File: src/pkg/stc_defs.svh
/*
 Constants for the bus transfer control block: bit positions, widths,
 FIFO depth, interrupt source numbers and timing counts. Assumes inclusion by bare name.
*/
`ifndef STC_DEFS_SVH
`define STC_DEFS_SVH

`define STC_CNT_W        24
`define STC_PTR_W        32
`define STC_FIFO_DEPTH   8
`define STC_FIFO_AW      3
`define STC_RDY_BIT      1
`define STC_DIR_BIT      2
`define STC_CLEAR_CHANNEL_BIT   1
`define STC_RSTO_BIT     0
`define STC_RSTSEEN_BIT  5
`define STC_IRQCLR_BIT   2
`define STC_APIO_BIT     3
`define STC_NSRC         8
`define STC_SRC_SELDONE  0
`define STC_SRC_BUSRST   1
`define STC_SRC_XFRDONE  2
`define STC_SRC_BUSFREE  3
`define STC_SRC_SELTO    4
`define STC_SRC_PIORDY   5
`define STC_SRC_PHMIS    6
`define STC_SRC_SPARE    7
`define STC_HOLD_NS      20
`define STC_CLK_MHZ      250
`define STC_HOLD_CYC     ((`STC_HOLD_NS * `STC_CLK_MHZ + 999) / 1000)

`endif

File: src/pkg/stc_pkg.sv
/*
 Types for the bus transfer control block.
 Assumes stc_defs.svh supplies the numeric constants.
*/
package stc_pkg;
  `include "stc_defs.svh"

  // Bus-side handshake signals
  typedef struct packed {
    logic       req;
    logic       ack;
    logic       io_in;
    logic [7:0] data;
  } stc_bus_t;

  // Phases of the transfer on the bus
  typedef enum logic [1:0] {
    STC_PH_CMD,
    STC_PH_DATA,
    STC_PH_OTHER
  } stc_phase_t;

  // Handshake engine states
  typedef enum logic [2:0] {
    STC_IDLE,
    STC_REQ,
    STC_WAIT_ACK_OFF,
    STC_DONE
  } stc_hs_t;
endpackage : stc_pkg

File: src/hw/stc_fifo.sv
/*
 Small bus-side byte FIFO used in DMA mode.
 Assumes one clock; flush empties it in one cycle.
*/
`timescale 1ns/10ps
`include "stc_defs.svh"
module stc_fifo
  import stc_pkg::*;
#(
  parameter int WIDTH = 8,
  parameter int DEPTH = `STC_FIFO_DEPTH,
  parameter int AW    = `STC_FIFO_AW
) (
  input  wire logic             core_clk,
  input  wire logic             rst_n,
  input  wire logic             clk_en,
  input  wire logic             flush,
  input  wire logic             in_valid,
  output logic                  in_ready,
  input  wire logic [WIDTH-1:0] in_data,
  output logic                  out_valid,
  input  wire logic             out_ready,
  output logic      [WIDTH-1:0] out_data
);
  logic [WIDTH-1:0] mem_q [DEPTH];
  logic [AW:0]      wp_q, wp_d, rp_q, rp_d;
  logic             push, pop;

  // Pointer arithmetic with extra wrap bit
  always_comb begin
    push     = in_valid && in_ready;
    pop      = out_valid && out_ready;
    in_ready = (wp_q - rp_q) != (AW+1)'(DEPTH);
    out_valid = wp_q != rp_q;
    out_data = mem_q[rp_q[AW-1:0]];
    wp_d = flush ? '0 : wp_q + (AW+1)'(push);
    rp_d = flush ? '0 : rp_q + (AW+1)'(pop);
  end

  // Pointer registers
  always_ff @(posedge core_clk or negedge rst_n) begin
    if (!rst_n) begin
      wp_q <= '0;
      rp_q <= '0;
    end else if (clk_en) begin
      wp_q <= wp_d;
      rp_q <= rp_d;
    end
  end

  // Storage, no reset needed
  always_ff @(posedge core_clk) begin
    if (clk_en && push) begin
      mem_q[wp_q[AW-1:0]] <= in_data;
    end
  end
endmodule : stc_fifo

File: src/hw/stc_xfer.sv
/*
 Bus transfer control: target-mode automatic PIO handshake, DMA byte
 movement through a small FIFO, pointer and remaining-count counters,
 interrupt status/mask/clear and bus reset out / reset seen.
 Assumes bus pins are synchronous-ready after the internal two-flop
 stages and that the controller keeps enables off while loading counters.
*/
`timescale 1ns/10ps
`include "stc_defs.svh"
module stc_xfer
  import stc_pkg::*;
#(
  parameter int CNT_W = `STC_CNT_W,
  parameter int PTR_W = `STC_PTR_W,
  parameter int NSRC  = `STC_NSRC
) (
  input  wire logic             core_clk,
  input  wire logic             reset_n,
  input  wire logic             clk_en,
  input  wire logic             chip_reset_bit,
  input  wire logic             target_mode,
  input  wire logic             auto_pio_enable,
  input  wire logic             bus_dma_enable,
  input  wire logic             bus_engine_enable,
  input  wire logic             dir_to_host,
  input  wire logic             count_wrap_enable,
  input  wire logic             clear_channel,
  input  wire logic             bus_reset_out,
  input  wire logic             sync_rate,
  input  wire stc_phase_t       phase,
  input  wire logic             phase_mismatch_flag,
  input  wire logic             latch_rd,
  input  wire logic             latch_wr,
  input  wire logic [7:0]       latch_wdata,
  input  wire logic             host_pointer_load,
  input  wire logic [PTR_W-1:0] host_ptr_value,
  input  wire logic             count_load,
  input  wire logic [CNT_W-1:0] count_value,
  input  wire logic [NSRC-1:0]  irq_events,
  input  wire logic [NSRC-1:0]  scsi_irq_mask_a,
  input  wire logic [NSRC-1:0]  scsi_irq_clear_a,
  input  wire logic             bus_irq_line_clear,
  input  wire logic             pin_ack,
  input  wire logic             pin_rst,
  input  wire logic [7:0]       pin_data,
  input  wire logic             dfifo_in_ready,
  input  wire logic             dfifo_out_valid,
  input  wire logic [7:0]       dfifo_out_data,
  output logic                  dfifo_in_valid,
  output logic      [7:0]       dfifo_in_data,
  output logic                  dfifo_out_ready,
  output logic                  req_o,
  output logic      [7:0]       data_o,
  output logic                  data_oe,
  output logic                  rst_o,
  output logic      [7:0]       pio_data_latch,
  output logic                  pio_ready_flag,
  output logic      [NSRC-1:0]  scsi_status_reg_a,
  output logic                  bus_irq_line,
  output logic                  bus_count_done,
  output logic                  bus_reset_seen,
  output logic                  sync_active,
  output logic      [PTR_W-1:0] bus_byte_pointer,
  output logic      [CNT_W-1:0] remaining_byte_count
);
  logic [1:0] rst_sync_q;
  logic       rst_n;
  logic [2:0] ack_q;
  logic [1:0] rst_in_q;
  logic [7:0] dat_q1, dat_q2;
  logic       ack_rise, ack_s, rstin_s;

  // Reset release through two flip-flops
  always_ff @(posedge core_clk or negedge reset_n) begin
    if (!reset_n) rst_sync_q <= 2'h0;
    else          rst_sync_q <= {rst_sync_q[0], 1'b1};
  end
  assign rst_n = rst_sync_q[1];

  // Pin synchronisers plus one edge stage
  always_ff @(posedge core_clk or negedge rst_n) begin
    if (!rst_n) begin
      ack_q    <= 3'h0;
      rst_in_q <= 2'h0;
      dat_q1   <= 8'h00;
      dat_q2   <= 8'h00;
    end else if (clk_en) begin
      ack_q    <= {ack_q[1:0], pin_ack};
      rst_in_q <= {rst_in_q[0], pin_rst};
      dat_q1   <= pin_data;
      dat_q2   <= dat_q1;
    end
  end
  assign ack_s    = ack_q[1];
  assign ack_rise = ack_q[1] && !ack_q[2];
  assign rstin_s  = rst_in_q[1];

  // Handshake state
  stc_hs_t          hs_q, hs_d;
  logic             req_q, req_d, rdy_q, rdy_d, oe_q, oe_d;
  logic [7:0]       lat_q, lat_d, dout_q, dout_d;
  logic             dma_on, apio_ok, byte_done, cnt_run, fflush;
  logic [CNT_W-1:0] cnt_q, cnt_d;
  logic [PTR_W-1:0] ptr_q, ptr_d;
  logic             done_q, done_d, dmaen_q;
  logic             f_in_v, f_in_r, f_out_v, f_out_r;
  logic [7:0]       f_out_d;
  logic             fin_q, fin_d;
  logic [7:0]       fdat_q, fdat_d;

  // Handshake and PIO/DMA data path
  always_comb begin
    dma_on  = bus_dma_enable && bus_engine_enable;
    apio_ok = auto_pio_enable && !phase_mismatch_flag
              && target_mode;
    cnt_run = (bus_dma_enable || auto_pio_enable || bus_engine_enable)
              && ((cnt_q != '0) || count_wrap_enable);
    hs_d   = hs_q;
    req_d  = req_q;
    rdy_d  = rdy_q;
    lat_d  = lat_q;
    dout_d = dout_q;
    oe_d   = oe_q;
    fin_d  = 1'b0;
    fdat_d = fdat_q;
    f_out_r = 1'b0;
    byte_done = 1'b0;
    if (apio_ok && !dma_on) begin
      if (!dir_to_host) begin
        // Target Out: initiator sends
        oe_d = 1'b0;
        if (latch_rd) begin
          req_d = 1'b1;
          rdy_d = 1'b0;
        end
        if (ack_rise && req_q) begin
          lat_d = dat_q2;
          rdy_d = 1'b1;
          req_d = 1'b0;
          byte_done = cnt_run;
        end
      end else begin
        // Target In: device sends
        if (latch_wr) begin
          dout_d = latch_wdata;
          oe_d   = 1'b1;
          req_d  = 1'b1;
          rdy_d  = 1'b0;
        end
        if (ack_rise && req_q) begin
          req_d = 1'b0;
          rdy_d = 1'b1;
          byte_done = cnt_run;
        end
      end
    end else if (dma_on && cnt_run && !done_q) begin
      // DMA engine; sync only in data phase
      case (hs_q)
        STC_IDLE: begin
          if (!dir_to_host && f_out_v) begin
            dout_d  = f_out_d;
            oe_d    = 1'b1;
            f_out_r = 1'b1;
            req_d   = 1'b1;
            hs_d    = STC_REQ;
          end else if (dir_to_host && f_in_r) begin
            oe_d  = 1'b0;
            req_d = 1'b1;
            hs_d  = STC_REQ;
          end
        end
        STC_REQ: begin
          if (ack_s) begin
            req_d = 1'b0;
            if (dir_to_host) begin
              fin_d  = 1'b1;
              fdat_d = dat_q2;
            end else begin
              byte_done = 1'b1;
            end
            hs_d = STC_WAIT_ACK_OFF;
          end
        end
        STC_WAIT_ACK_OFF: begin
          if (!ack_s) hs_d = STC_IDLE;
        end
        default: hs_d = STC_IDLE;
      endcase
    end else begin
      hs_d = STC_IDLE;
      if (!apio_ok) req_d = 1'b0;
    end
    // Inbound byte counts once written into the FIFO
    if (fin_q && f_in_r) byte_done = 1'b1;
  end
  assign f_in_v = fin_q;

  // Counters; pointer and count step together on each byte in either direction; PIO bytes step them only while cnt_run holds
  always_comb begin
    ptr_d  = ptr_q;
    cnt_d  = cnt_q;
    done_d = done_q;
    if (host_pointer_load) ptr_d = host_ptr_value;
    if (count_load) begin
      cnt_d  = count_value;
      done_d = (count_value == '0) && !count_wrap_enable;
    end else if (byte_done) begin
      ptr_d = ptr_q + PTR_W'(1);
      cnt_d = cnt_q - CNT_W'(1);
      if (cnt_q == CNT_W'(1) && !count_wrap_enable)
        done_d = 1'b1;
    end
  end

  // FIFO flush conditions
  assign fflush = chip_reset_bit || clear_channel
                  || (dmaen_q && !bus_dma_enable && dir_to_host
                      && cnt_q == '0 && !target_mode);

  stc_fifo #(
    .WIDTH (8),
    .DEPTH (`STC_FIFO_DEPTH),
    .AW    (`STC_FIFO_AW)
  ) u_fifo (
    .core_clk  (core_clk),
    .rst_n     (rst_n),
    .clk_en    (clk_en),
    .flush     (fflush),
    .in_valid  (dir_to_host ? f_in_v : (dfifo_out_valid && dfifo_out_ready)),
    .in_ready  (f_in_r),
    .in_data   (dir_to_host ? fdat_q : dfifo_out_data),
    .out_valid (f_out_v),
    .out_ready (dir_to_host ? dfifo_in_ready : f_out_r),
    .out_data  (f_out_d)
  );

  // Interrupt status and line
  logic [NSRC-1:0] st_q, st_d;
  logic            irq_q, irq_d, seen_q, seen_d, sync_q, sync_d;
  logic [NSRC-1:0] ev, ev_q, ev_rise;
  logic [2:0]      own_q, own_d;
  always_comb begin
    ev = irq_events;
    ev[`STC_SRC_XFRDONE] = irq_events[`STC_SRC_XFRDONE] || done_q;
    ev[`STC_SRC_BUSRST]  = seen_q;
    ev[`STC_SRC_PIORDY]  = rdy_q;
    // A rising condition sets its bit and beats a clear write
    ev_rise = ev & ~ev_q;
    st_d = ((st_q & ~scsi_irq_clear_a) | ev_rise) & ev;
    irq_d = irq_q;
    if (bus_irq_line_clear) irq_d = 1'b0;
    if (|(ev_rise & scsi_irq_mask_a))
      irq_d = 1'b1;
    // Held as a level; extra events do not re-pulse
    // Own reset still inside the pin synchroniser stays masked
    own_d  = {own_q[1:0], rst_o};
    seen_d = rstin_s && !bus_reset_out && !rst_o && (own_q == 3'h0);
    seen_d = seen_d || (seen_q && rstin_s);
    sync_d = sync_rate && (phase == STC_PH_DATA);
  end

  // State registers other than the reset and pin synchronisers
  always_ff @(posedge core_clk or negedge rst_n) begin
    if (!rst_n) begin
      hs_q   <= STC_IDLE;
      req_q  <= 1'b0;
      rdy_q  <= 1'b0;
      lat_q  <= 8'h00;
      dout_q <= 8'h00;
      oe_q   <= 1'b0;
      fin_q  <= 1'b0;
      fdat_q <= 8'h00;
      cnt_q  <= '0;
      ptr_q  <= '0;
      done_q <= 1'b0;
      dmaen_q <= 1'b0;
      st_q   <= '0;
      irq_q  <= 1'b0;
      seen_q <= 1'b0;
      ev_q   <= '0;
      own_q  <= 3'h0;
      sync_q <= 1'b0;
      rst_o  <= 1'b0;
      dfifo_in_valid  <= 1'b0;
      dfifo_in_data   <= 8'h00;
      dfifo_out_ready <= 1'b0;
    end else if (clk_en) begin
      hs_q   <= hs_d;
      req_q  <= req_d;
      rdy_q  <= rdy_d;
      lat_q  <= lat_d;
      dout_q <= dout_d;
      oe_q   <= oe_d;
      fin_q  <= fin_d || (fin_q && !f_in_r);
      fdat_q <= fdat_d;
      cnt_q  <= cnt_d;
      ptr_q  <= ptr_d;
      done_q <= done_d;
      dmaen_q <= bus_dma_enable;
      st_q   <= st_d;
      irq_q  <= irq_d;
      seen_q <= seen_d;
      ev_q   <= ev;
      own_q  <= own_d;
      sync_q <= sync_d;
      rst_o  <= bus_reset_out;
      dfifo_in_valid  <= dir_to_host && f_out_v && dfifo_in_ready;
      dfifo_in_data   <= f_out_d;
      // Ready every other cycle so a nearly full FIFO is never overrun
      dfifo_out_ready <= !dir_to_host && f_in_r && dma_on
                         && !dfifo_out_ready;
    end
  end

  // Outputs straight from registers
  assign req_o                = req_q;
  assign data_o               = dout_q;
  assign data_oe              = oe_q;
  assign pio_data_latch       = lat_q;
  assign pio_ready_flag       = rdy_q;
  assign scsi_status_reg_a    = st_q;
  assign bus_irq_line         = irq_q;
  assign bus_count_done       = done_q;
  assign bus_reset_seen       = seen_q;
  assign sync_active          = sync_q;
  assign bus_byte_pointer     = ptr_q;
  assign remaining_byte_count = cnt_q;
endmodule : stc_xfer

File: config.mk
export PLATFORM = sky130hd
export DESIGN_NAME = stc_xfer
export DESIGN_NICKNAME = d
export VERILOG_FILES = /design/src/pkg/stc_pkg.sv /design/src/hw/stc_fifo.sv /design/src/hw/stc_xfer.sv
export VERILOG_INCLUDE_DIRS = /design/src /design/src/pkg
export SDC_FILE = /design/constraint.sdc
export NUM_CORES = 1
export LEC_CHECK = 0
export BUFFER_PORTS_ARGS = -buffer_cell sky130_fd_sc_hd__buf_2
export CAP_MARGIN = 10
export CORE_UTILIZATION = 50
export DETAILED_ROUTE_END_ITERATION = 12
export GPL_TIMING_DRIVEN = 0
export MAX_ROUTING_LAYER = met4
export PLACE_DENSITY = 0.77
export SYNTH_ARGS = -nofsm -noshare
export SYNTH_HDL_FRONTEND = slang
export SYNTH_SLANG_ARGS = --single-unit
File: constraint.sdc
create_clock -name core_clk -period 4.9 [get_ports core_clk]
set_input_delay 0.49 -clock core_clk [delete_from_list [all_inputs] [get_ports core_clk]]
set_output_delay 0.49 -clock core_clk [all_outputs]
set_load 0.1 [all_outputs]
## Yosys cells after proc, flatten, opt, wreduce, memory -nomap -nowiden

Memory sizes are Yosys's and may differ from the RTL's.
Cells that the tools add are included.

- Flip-flop bits (word level): 153
- RAM bits: 64
- Bits of input ports: 129
- Memories kept: 1

Memory list:

| memory | words | bits a word | rd ports | clocked after memory_dff | wr ports | line | source |
|---|---|---|---|---|---|---|---|
| u_fifo.mem_q | 8 | 8 | 1 | 0 | 1 | stc_fifo.sv:25 | `logic [WIDTH-1:0] mem_q [DEPTH];` |

- $add $sub $neg: 5
- Eq/ne operators: 19
- Mux-type cells: 68
- Bitwise gates (word level): 9
- Reduce and logical (&&, ||, !) cells: 77

Operators by type and width:

| cell | number |
|---|---|
| 2-to-1 mux 32 bit | 3 |
| 2-to-1 mux 8 bit | 7 |
| logical NOT 24 bit | 2 |
| 2-to-1 mux 24 bit | 2 |
| 2-to-1 mux 1 bit | 47 |
| logical AND 1 bit | 33 |
| adder 32 x 1 -> 32 bit (second input constant) | 1 |
| AND 8 bit | 4 |
| equality test 24 x 1 -> 1 bit (second input constant) | 1 |
| nonzero test 24 bit | 1 |
| subtractor 24 x 1 -> 24 bit (second input constant) | 1 |
| inverter 8 bit | 2 |
| 2-to-1 mux 3 bit | 5 |
| logical NOT 1 bit | 12 |
| != test 4 bit (second input constant) | 3 |
| AND reduction 6 bit | 2 |
| nonzero test 2 bit | 6 |
| AND reduction 5 bit | 2 |
| != test 3 bit (second input constant) | 3 |
| case mux 3 bit (3 select lines) | 1 |
| adder 4 x 1 -> 4 bit | 2 |
| logical OR 1 bit | 8 |
| 2-to-1 mux 4 bit | 2 |
| != test 4 x 3 -> 1 bit (second input constant) | 2 |
| other kinds (19) | 26 |

## Logic depth before layout (Yosys ltp)

- Depth after elaboration: 11
- Mapped depth: 13
- Mapped depth without buffers: 11

## By module

A second synthesis with hierarchy kept.

- Cells, all modules: 989
- Area total of the unflattened synthesis: 10824.1 um^2

Modules (own cells, without submodules):

| module | instances | cells an instance | area an instance (um^2) | sequential area each (um^2) |
|---|---|---|---|---|
| stc_xfer | 1 | 793 | 7678.6 | 3603.5 |
| stc_fifo | 1 | 196 | 3145.5 | 2122.0 |

## Worst setup path before layout

No wires, ideal clock.

- Kind: reg-to-reg
- Start: reg cnt_q[9] (netlist: remaining_byte_count[9])
- End: reg u_fifo.rp_q[3]
- Setup time: 0.128 ns
- Arrival: 3.144 ns
- Required time: 4.772 ns
- Setup slack: 1.629 ns
- Cell stages (with the launch flop): 13
- Path buffers: 1
- Clock period less this slack: 3.271 ns
- Cell sequence: dfrtp_1 -> or4_4 -> nor3_4 -> and4_1 -> or3_1 -> buf_4 -> or4_1 -> a21oi_1 -> ha_1 -> and3_1 -> o21ai_0 -> nand2_1 -> o21ai_0

- Cells in the longest elaborated chain, start to end: 11
- Elaborated cells on any way between the ends: 15
- Those cells by class: add/sub: 1; mux: 4; reduce/logical: 10

Ends and longest elaborated chain:

| item | line | source |
|---|---|---|
| start, declared | stc_xfer.sv:103 | `logic [CNT_W-1:0] cnt_q, cnt_d;` |
| start signal, assigned | stc_xfer.sv:296 | `cnt_q <= cnt_d;` |
| nonzero test 24 bit | stc_xfer.sv:117 | `&& ((cnt_q != '0) \|\| count_wrap_enable);` |
| logical OR 1 bit | stc_xfer.sv:117 |  |
| logical AND 1 bit | stc_xfer.sv:117 |  |
| logical AND 1 bit (2 in a row) | stc_xfer.sv:156 | `end else if (dma_on && cnt_run && !done_q) begin` |
| 2-to-1 mux 1 bit | stc_xfer.sv:156 |  |
| 2-to-1 mux 1 bit | stc_xfer.sv:128 | `if (apio_ok && !dma_on) begin` |
| 2-to-1 mux 1 bit | stc_xfer.sv:233 | `.out_ready (dir_to_host ? dfifo_in_ready : f_out_r),` |
| logical AND 1 bit | stc_fifo.sv:32 | `pop = out_valid && out_ready;` |
| adder 4 x 1 -> 4 bit | stc_fifo.sv:37 | `rp_d = flush ? '0 : rp_q + (AW+1)'(pop);` |
| 2-to-1 mux 4 bit * | stc_fifo.sv:37 |  |
| end signal, assigned | stc_fifo.sv:47 | `rp_q <= rp_d;` |
| end, declared | stc_fifo.sv:26 | `logic [AW:0] wp_q, wp_d, rp_q, rp_d;` |

Mark *: on every way between the ends. The rest lies on a longest branch, timed or not.
A chain may end at the register's enable or synchronous reset.

## Final worst setup path

- Start: reg u_fifo.rp_q[1]
- End: reg ptr_q[0] (netlist: bus_byte_pointer[0])

- Cells in the longest elaborated chain, start to end: 6

Ends and longest elaborated chain:

| item | line | source |
|---|---|---|
| subtractor 4 bit | stc_fifo.sv:33 | `in_ready = (wp_q - rp_q) != (AW+1)'(DEPTH);` |
| != test 4 bit | stc_fifo.sv:33 |  |
| logical AND 1 bit | stc_xfer.sv:194 | `if (fin_q && f_in_r) byte_done = 1'b1;` |
| 2-to-1 mux 1 bit | stc_xfer.sv:194 |  |
| 2-to-1 mux 32 bit | stc_xfer.sv:207 | `end else if (byte_done) begin` |
| 2-to-1 mux 32 bit | stc_xfer.sv:204 | `if (count_load) begin` |
| end signal, assigned | stc_xfer.sv:297 | `ptr_q <= ptr_d;` |
| end, declared | stc_xfer.sv:104 | `logic [PTR_W-1:0] ptr_q, ptr_d;` |

No other way between the ends.

==> results_dict.tcl <==
set metrics [dict create \
    fin_total_pwr_uw 5370 \
    synth.distinct_cells 83 \
    fmax_mhz 246 \
    setup_viol 0 \
    wire_per_inst_um 21.3 \
    crit_path_top_delay_cell "buf_1" \
    cpMostUsedCell "clkbuf_1" \
    worst_setup_path_start_kind "flop" \
    drc_errors 0 \
    postRouteWirelength_um 31600 \
    die_width_um 147 \
    place.gp.congestion 0.960 \
    initial_core_util_pct 51.6 \
    slew_violations 0 \
    end_kind "flop" \
    grt_start_max_net_pins 69 \
    finClkSkew_ns 0.0215 \
    cp_num_buf_inv 4 \
    crit_cells 12 \
    coreArea_um2 20500 \
    worstPathMaxFanout 10 \
    slowest_delay_ns 0.50 \
    regArea_um2 5730 \
    synth_top_area_share_pct 36.0 \
    diodes 0 \
    numCtsBuffers 23 \
    gr-total-overflow 0 \
    tightest_slew_ns 1.22 \
    boundaryPins 227 \
    syn_area_um2 10600 \
    yosysSeqAreaShare_pct 54.1 \
    cts_root_buf "clkbuf_16" \
    syn_avg_cell_area_um2 11.2 \
    cts_tree "done" \
    grt_use_total_pct 30.2 \
    antenna_left 0 \
    syn_inst 946 \
    synth_edf_count 64 \
    rsz0062_at_grt "no" \
    syn_nets 1086 \
    drt_first_iter_violations 720 \
    finalHoldViolations 0 \
    ir_drop_uv 303 \
    antenna_found_initial 0 \
    yosys.area.top_type "dfrtp_1" \
    hold_path_depth 2 \
    drv_cap 0 \
    period_needed_ns 4.06 \
    grt_first_pass_wirelength_um 49400 \
    p_leak_uw 0.00549 \
    yosys_warnings 0 \
    dr.pass1.iters 5 \
    multi_input_area_um2 4540 \
    ys_ff_latch 216 \
    fin_crit_sh_pct 82.9 \
    areaGrowthSynthToFinish_pct 21.3 \
    synth_area_leaders "dfrtp_1 (36%), edfxtp_1 (18%), mux2_2 (5.7%)" \
    final_util_pct 62.6 \
    port_buffers 221 \
    nNetsFinal 1337 \
    grt_pass1_vias 8889 \
    dieHeight_um 147 \
    reg2reg_depth 12 \
    fillers 1641 \
    outcome "complete, no violations" \
    ctsResizeCount 0 \
    synth_ff_type "dfrtp_1" \
    slew_headroom_pct 17.8 \
    power.density_nw_per_um2 419 \
    cp_cell_sequence "clkbuf_1 > buf_1 > inv_1 > ha_1 > nor2b_1 > o211ai_1 > a21oi_1 > o22a_2 > nor2_1 > clkbuf_1 > o21ai_0 > o2bb2ai_1" \
    h-tree-depth 1 \
    clock_latency_ns 0.52 \
    cts_setup_buffers 0 \
    path_class "flop to flop" \
    arrival_ns 4.45 \
    clockBufferDepth 3 \
    crit_family "buffers and inverters" \
    synth-async-reset-ratio_pct 70.4 \
    dieArea_um2 21700 \
    crit_required_ns 5.29 \
    post-dp-hpwl_um 23200 \
    avgViaCountPerCell 6.09 \
    min_path_type "primary input to flop" \
    final.setup.tns_ns 0 \
    drive_above_1_share_pct 30.1 \
    cts_hold_buf 1 \
    rows 52 \
    clkSinkCount 216 \
    num_vias 9034 \
    clk_pin_slew_ns 0.06 \
]
registers in the layout, summed over array words and instances (netlist names), 2 cells and up:
register / cells
u_fifo.wp_q: 4
dfifo_in_data: 8
bus_byte_pointer: 32
hs_q: 2
fdat_q: 8
dat_q1: 8
ack_q: 3
remaining_byte_count: 24
rst_in_q: 2
dat_q2: 8
pio_data_latch: 8
scsi_status_reg_a: 8
own_q: 3
data_o: 8
ev_q: 8
u_fifo.mem_q: 64
rst_sync_q: 2
u_fifo.rp_q: 4
cell usage after synthesis (23+ instances only):
cell      number
clkbuf_1      26
nand3_1       37
a21oi_1       42
inv_1         25
nor3_1        29
mux2_2        54
nor2_1        72
o21ai_0       56
dfrtp_1      152
edfxtp_1      64
nand2_1       87
nor4_1        23
path summary, 6_finish.rpt:
path | to | slack, ns | from
max | bus_byte_pointer[0] | 0.84 | u_fifo.rp_q[1]
min | dat_q1[5] | 0.20 | pin_data[5]
max reg2reg | bus_byte_pointer[0] | 0.84 | u_fifo.rp_q[1]
min reg2reg | ack_q[0] | 0.24 | rst_sync_q[1]
max in group asynchronous | bus_byte_pointer[27] | 3.99 | rst_sync_q[1]
min in group asynchronous | ack_q[0] | 0.24 | rst_sync_q[1]
cells by family (layout without fill, tap and decap cells):
kind of cell    count (synthesis)  count (layout)  share of synthesized area (%)
flops                         216             216                           54.1
xor+xnor                        2               2                          0.296
mux                            90              90                           11.4
compound gates                213             213                           13.5
simple gates                  338             338                           16.3
other cells                     1               1                         0.0354
fa+ha+maj                      11              11                           1.30
buf+inv                        75             342                           2.96
placed cells by master, fill, tap and decap left out, types with 6 or more instances in the layout:
cell type / count
a211oi_1: 10
a21oi_1: 42
a22o_1: 7
a22oi_1: 9
and3_1: 17
buf_1: 10
buf_2: 228
clkbuf_1: 31
clkbuf_16: 23
dfrtp_1: 151
edfxtp_1: 64
ha_1: 11
inv_1: 25
mux2_2: 54
mux2_4: 8
mux2i_1: 12
mux4_2: 16
nand2_1: 87
nand2b_1: 9
nand3_1: 37
nand4_1: 9
nand4b_1: 6
nor2_1: 72
nor3_1: 29
nor4_1: 23
o211ai_1: 13
o21ai_0: 56
o22ai_1: 9
o2bb2ai_1: 6
o311ai_0: 8
or3_1: 11
or4_1: 7
final cells by class:
| type | count | area share, % |
|---|---|---|
| well taps | 270 | 2.63 |
| repair buffers | 226 | 9.24 |
| clock buffers | 29 | 4.74 |
| clock inverters | 12 | 0.946 |
| multi-input cells | 655 | 35.4 |
| plain buffers | 48 | 1.65 |
| inverters | 27 | 0.790 |
| flip-flops and latches | 216 | 44.6 |
per-stage QoR:
| step | std cells | hold slack (ns) | worst slack (ns) | instance area, µm² |
|---|---|---|---|---|
| 3_3_place_gp | 1437 | 0.275 | -1.51 | 12000 |
| 3_5_place_dp | 1439 | 0.246 | 0.591 | 12100 |
| 5_1_grt | 1483 | 0.189 | 0.487 | 12800 |
| 2_1_floorplan | 946 | 0.194 | 0.351 | 10600 |
| 6_report | 1483 | 0.196 | 0.840 | 12800 |
| 4_1_cts | 1481 | 0.183 | 0.578 | 12800 |
per-layer routing:
| layer | vias up | GRT usage [%] | part of all wire, % |
|---|---|---|---|
| met4 | 0 | 8.61 | 2.4 |
| met3 | 56 | 4.97 | 8.3 |
| met5 | - | - | 0 |
| met2 | 438 | 49.2 | 49 |
| met1 | 4454 | 39.2 | 41 |
| li1 | 4086 | - | - |
where the power goes:
| group | leakage (µW) | switching [µW] | internal [µW] |
|---|---|---|---|
| Clock | 0.000348 | 722 | 986 |
| Combinational | 0.00270 | 1180 | 305 |
| Sequential | 0.00245 | 167 | 2020 |
| Total | 0.00549 | 2070 | 3310 |
(Power assumes the default switching activity.)
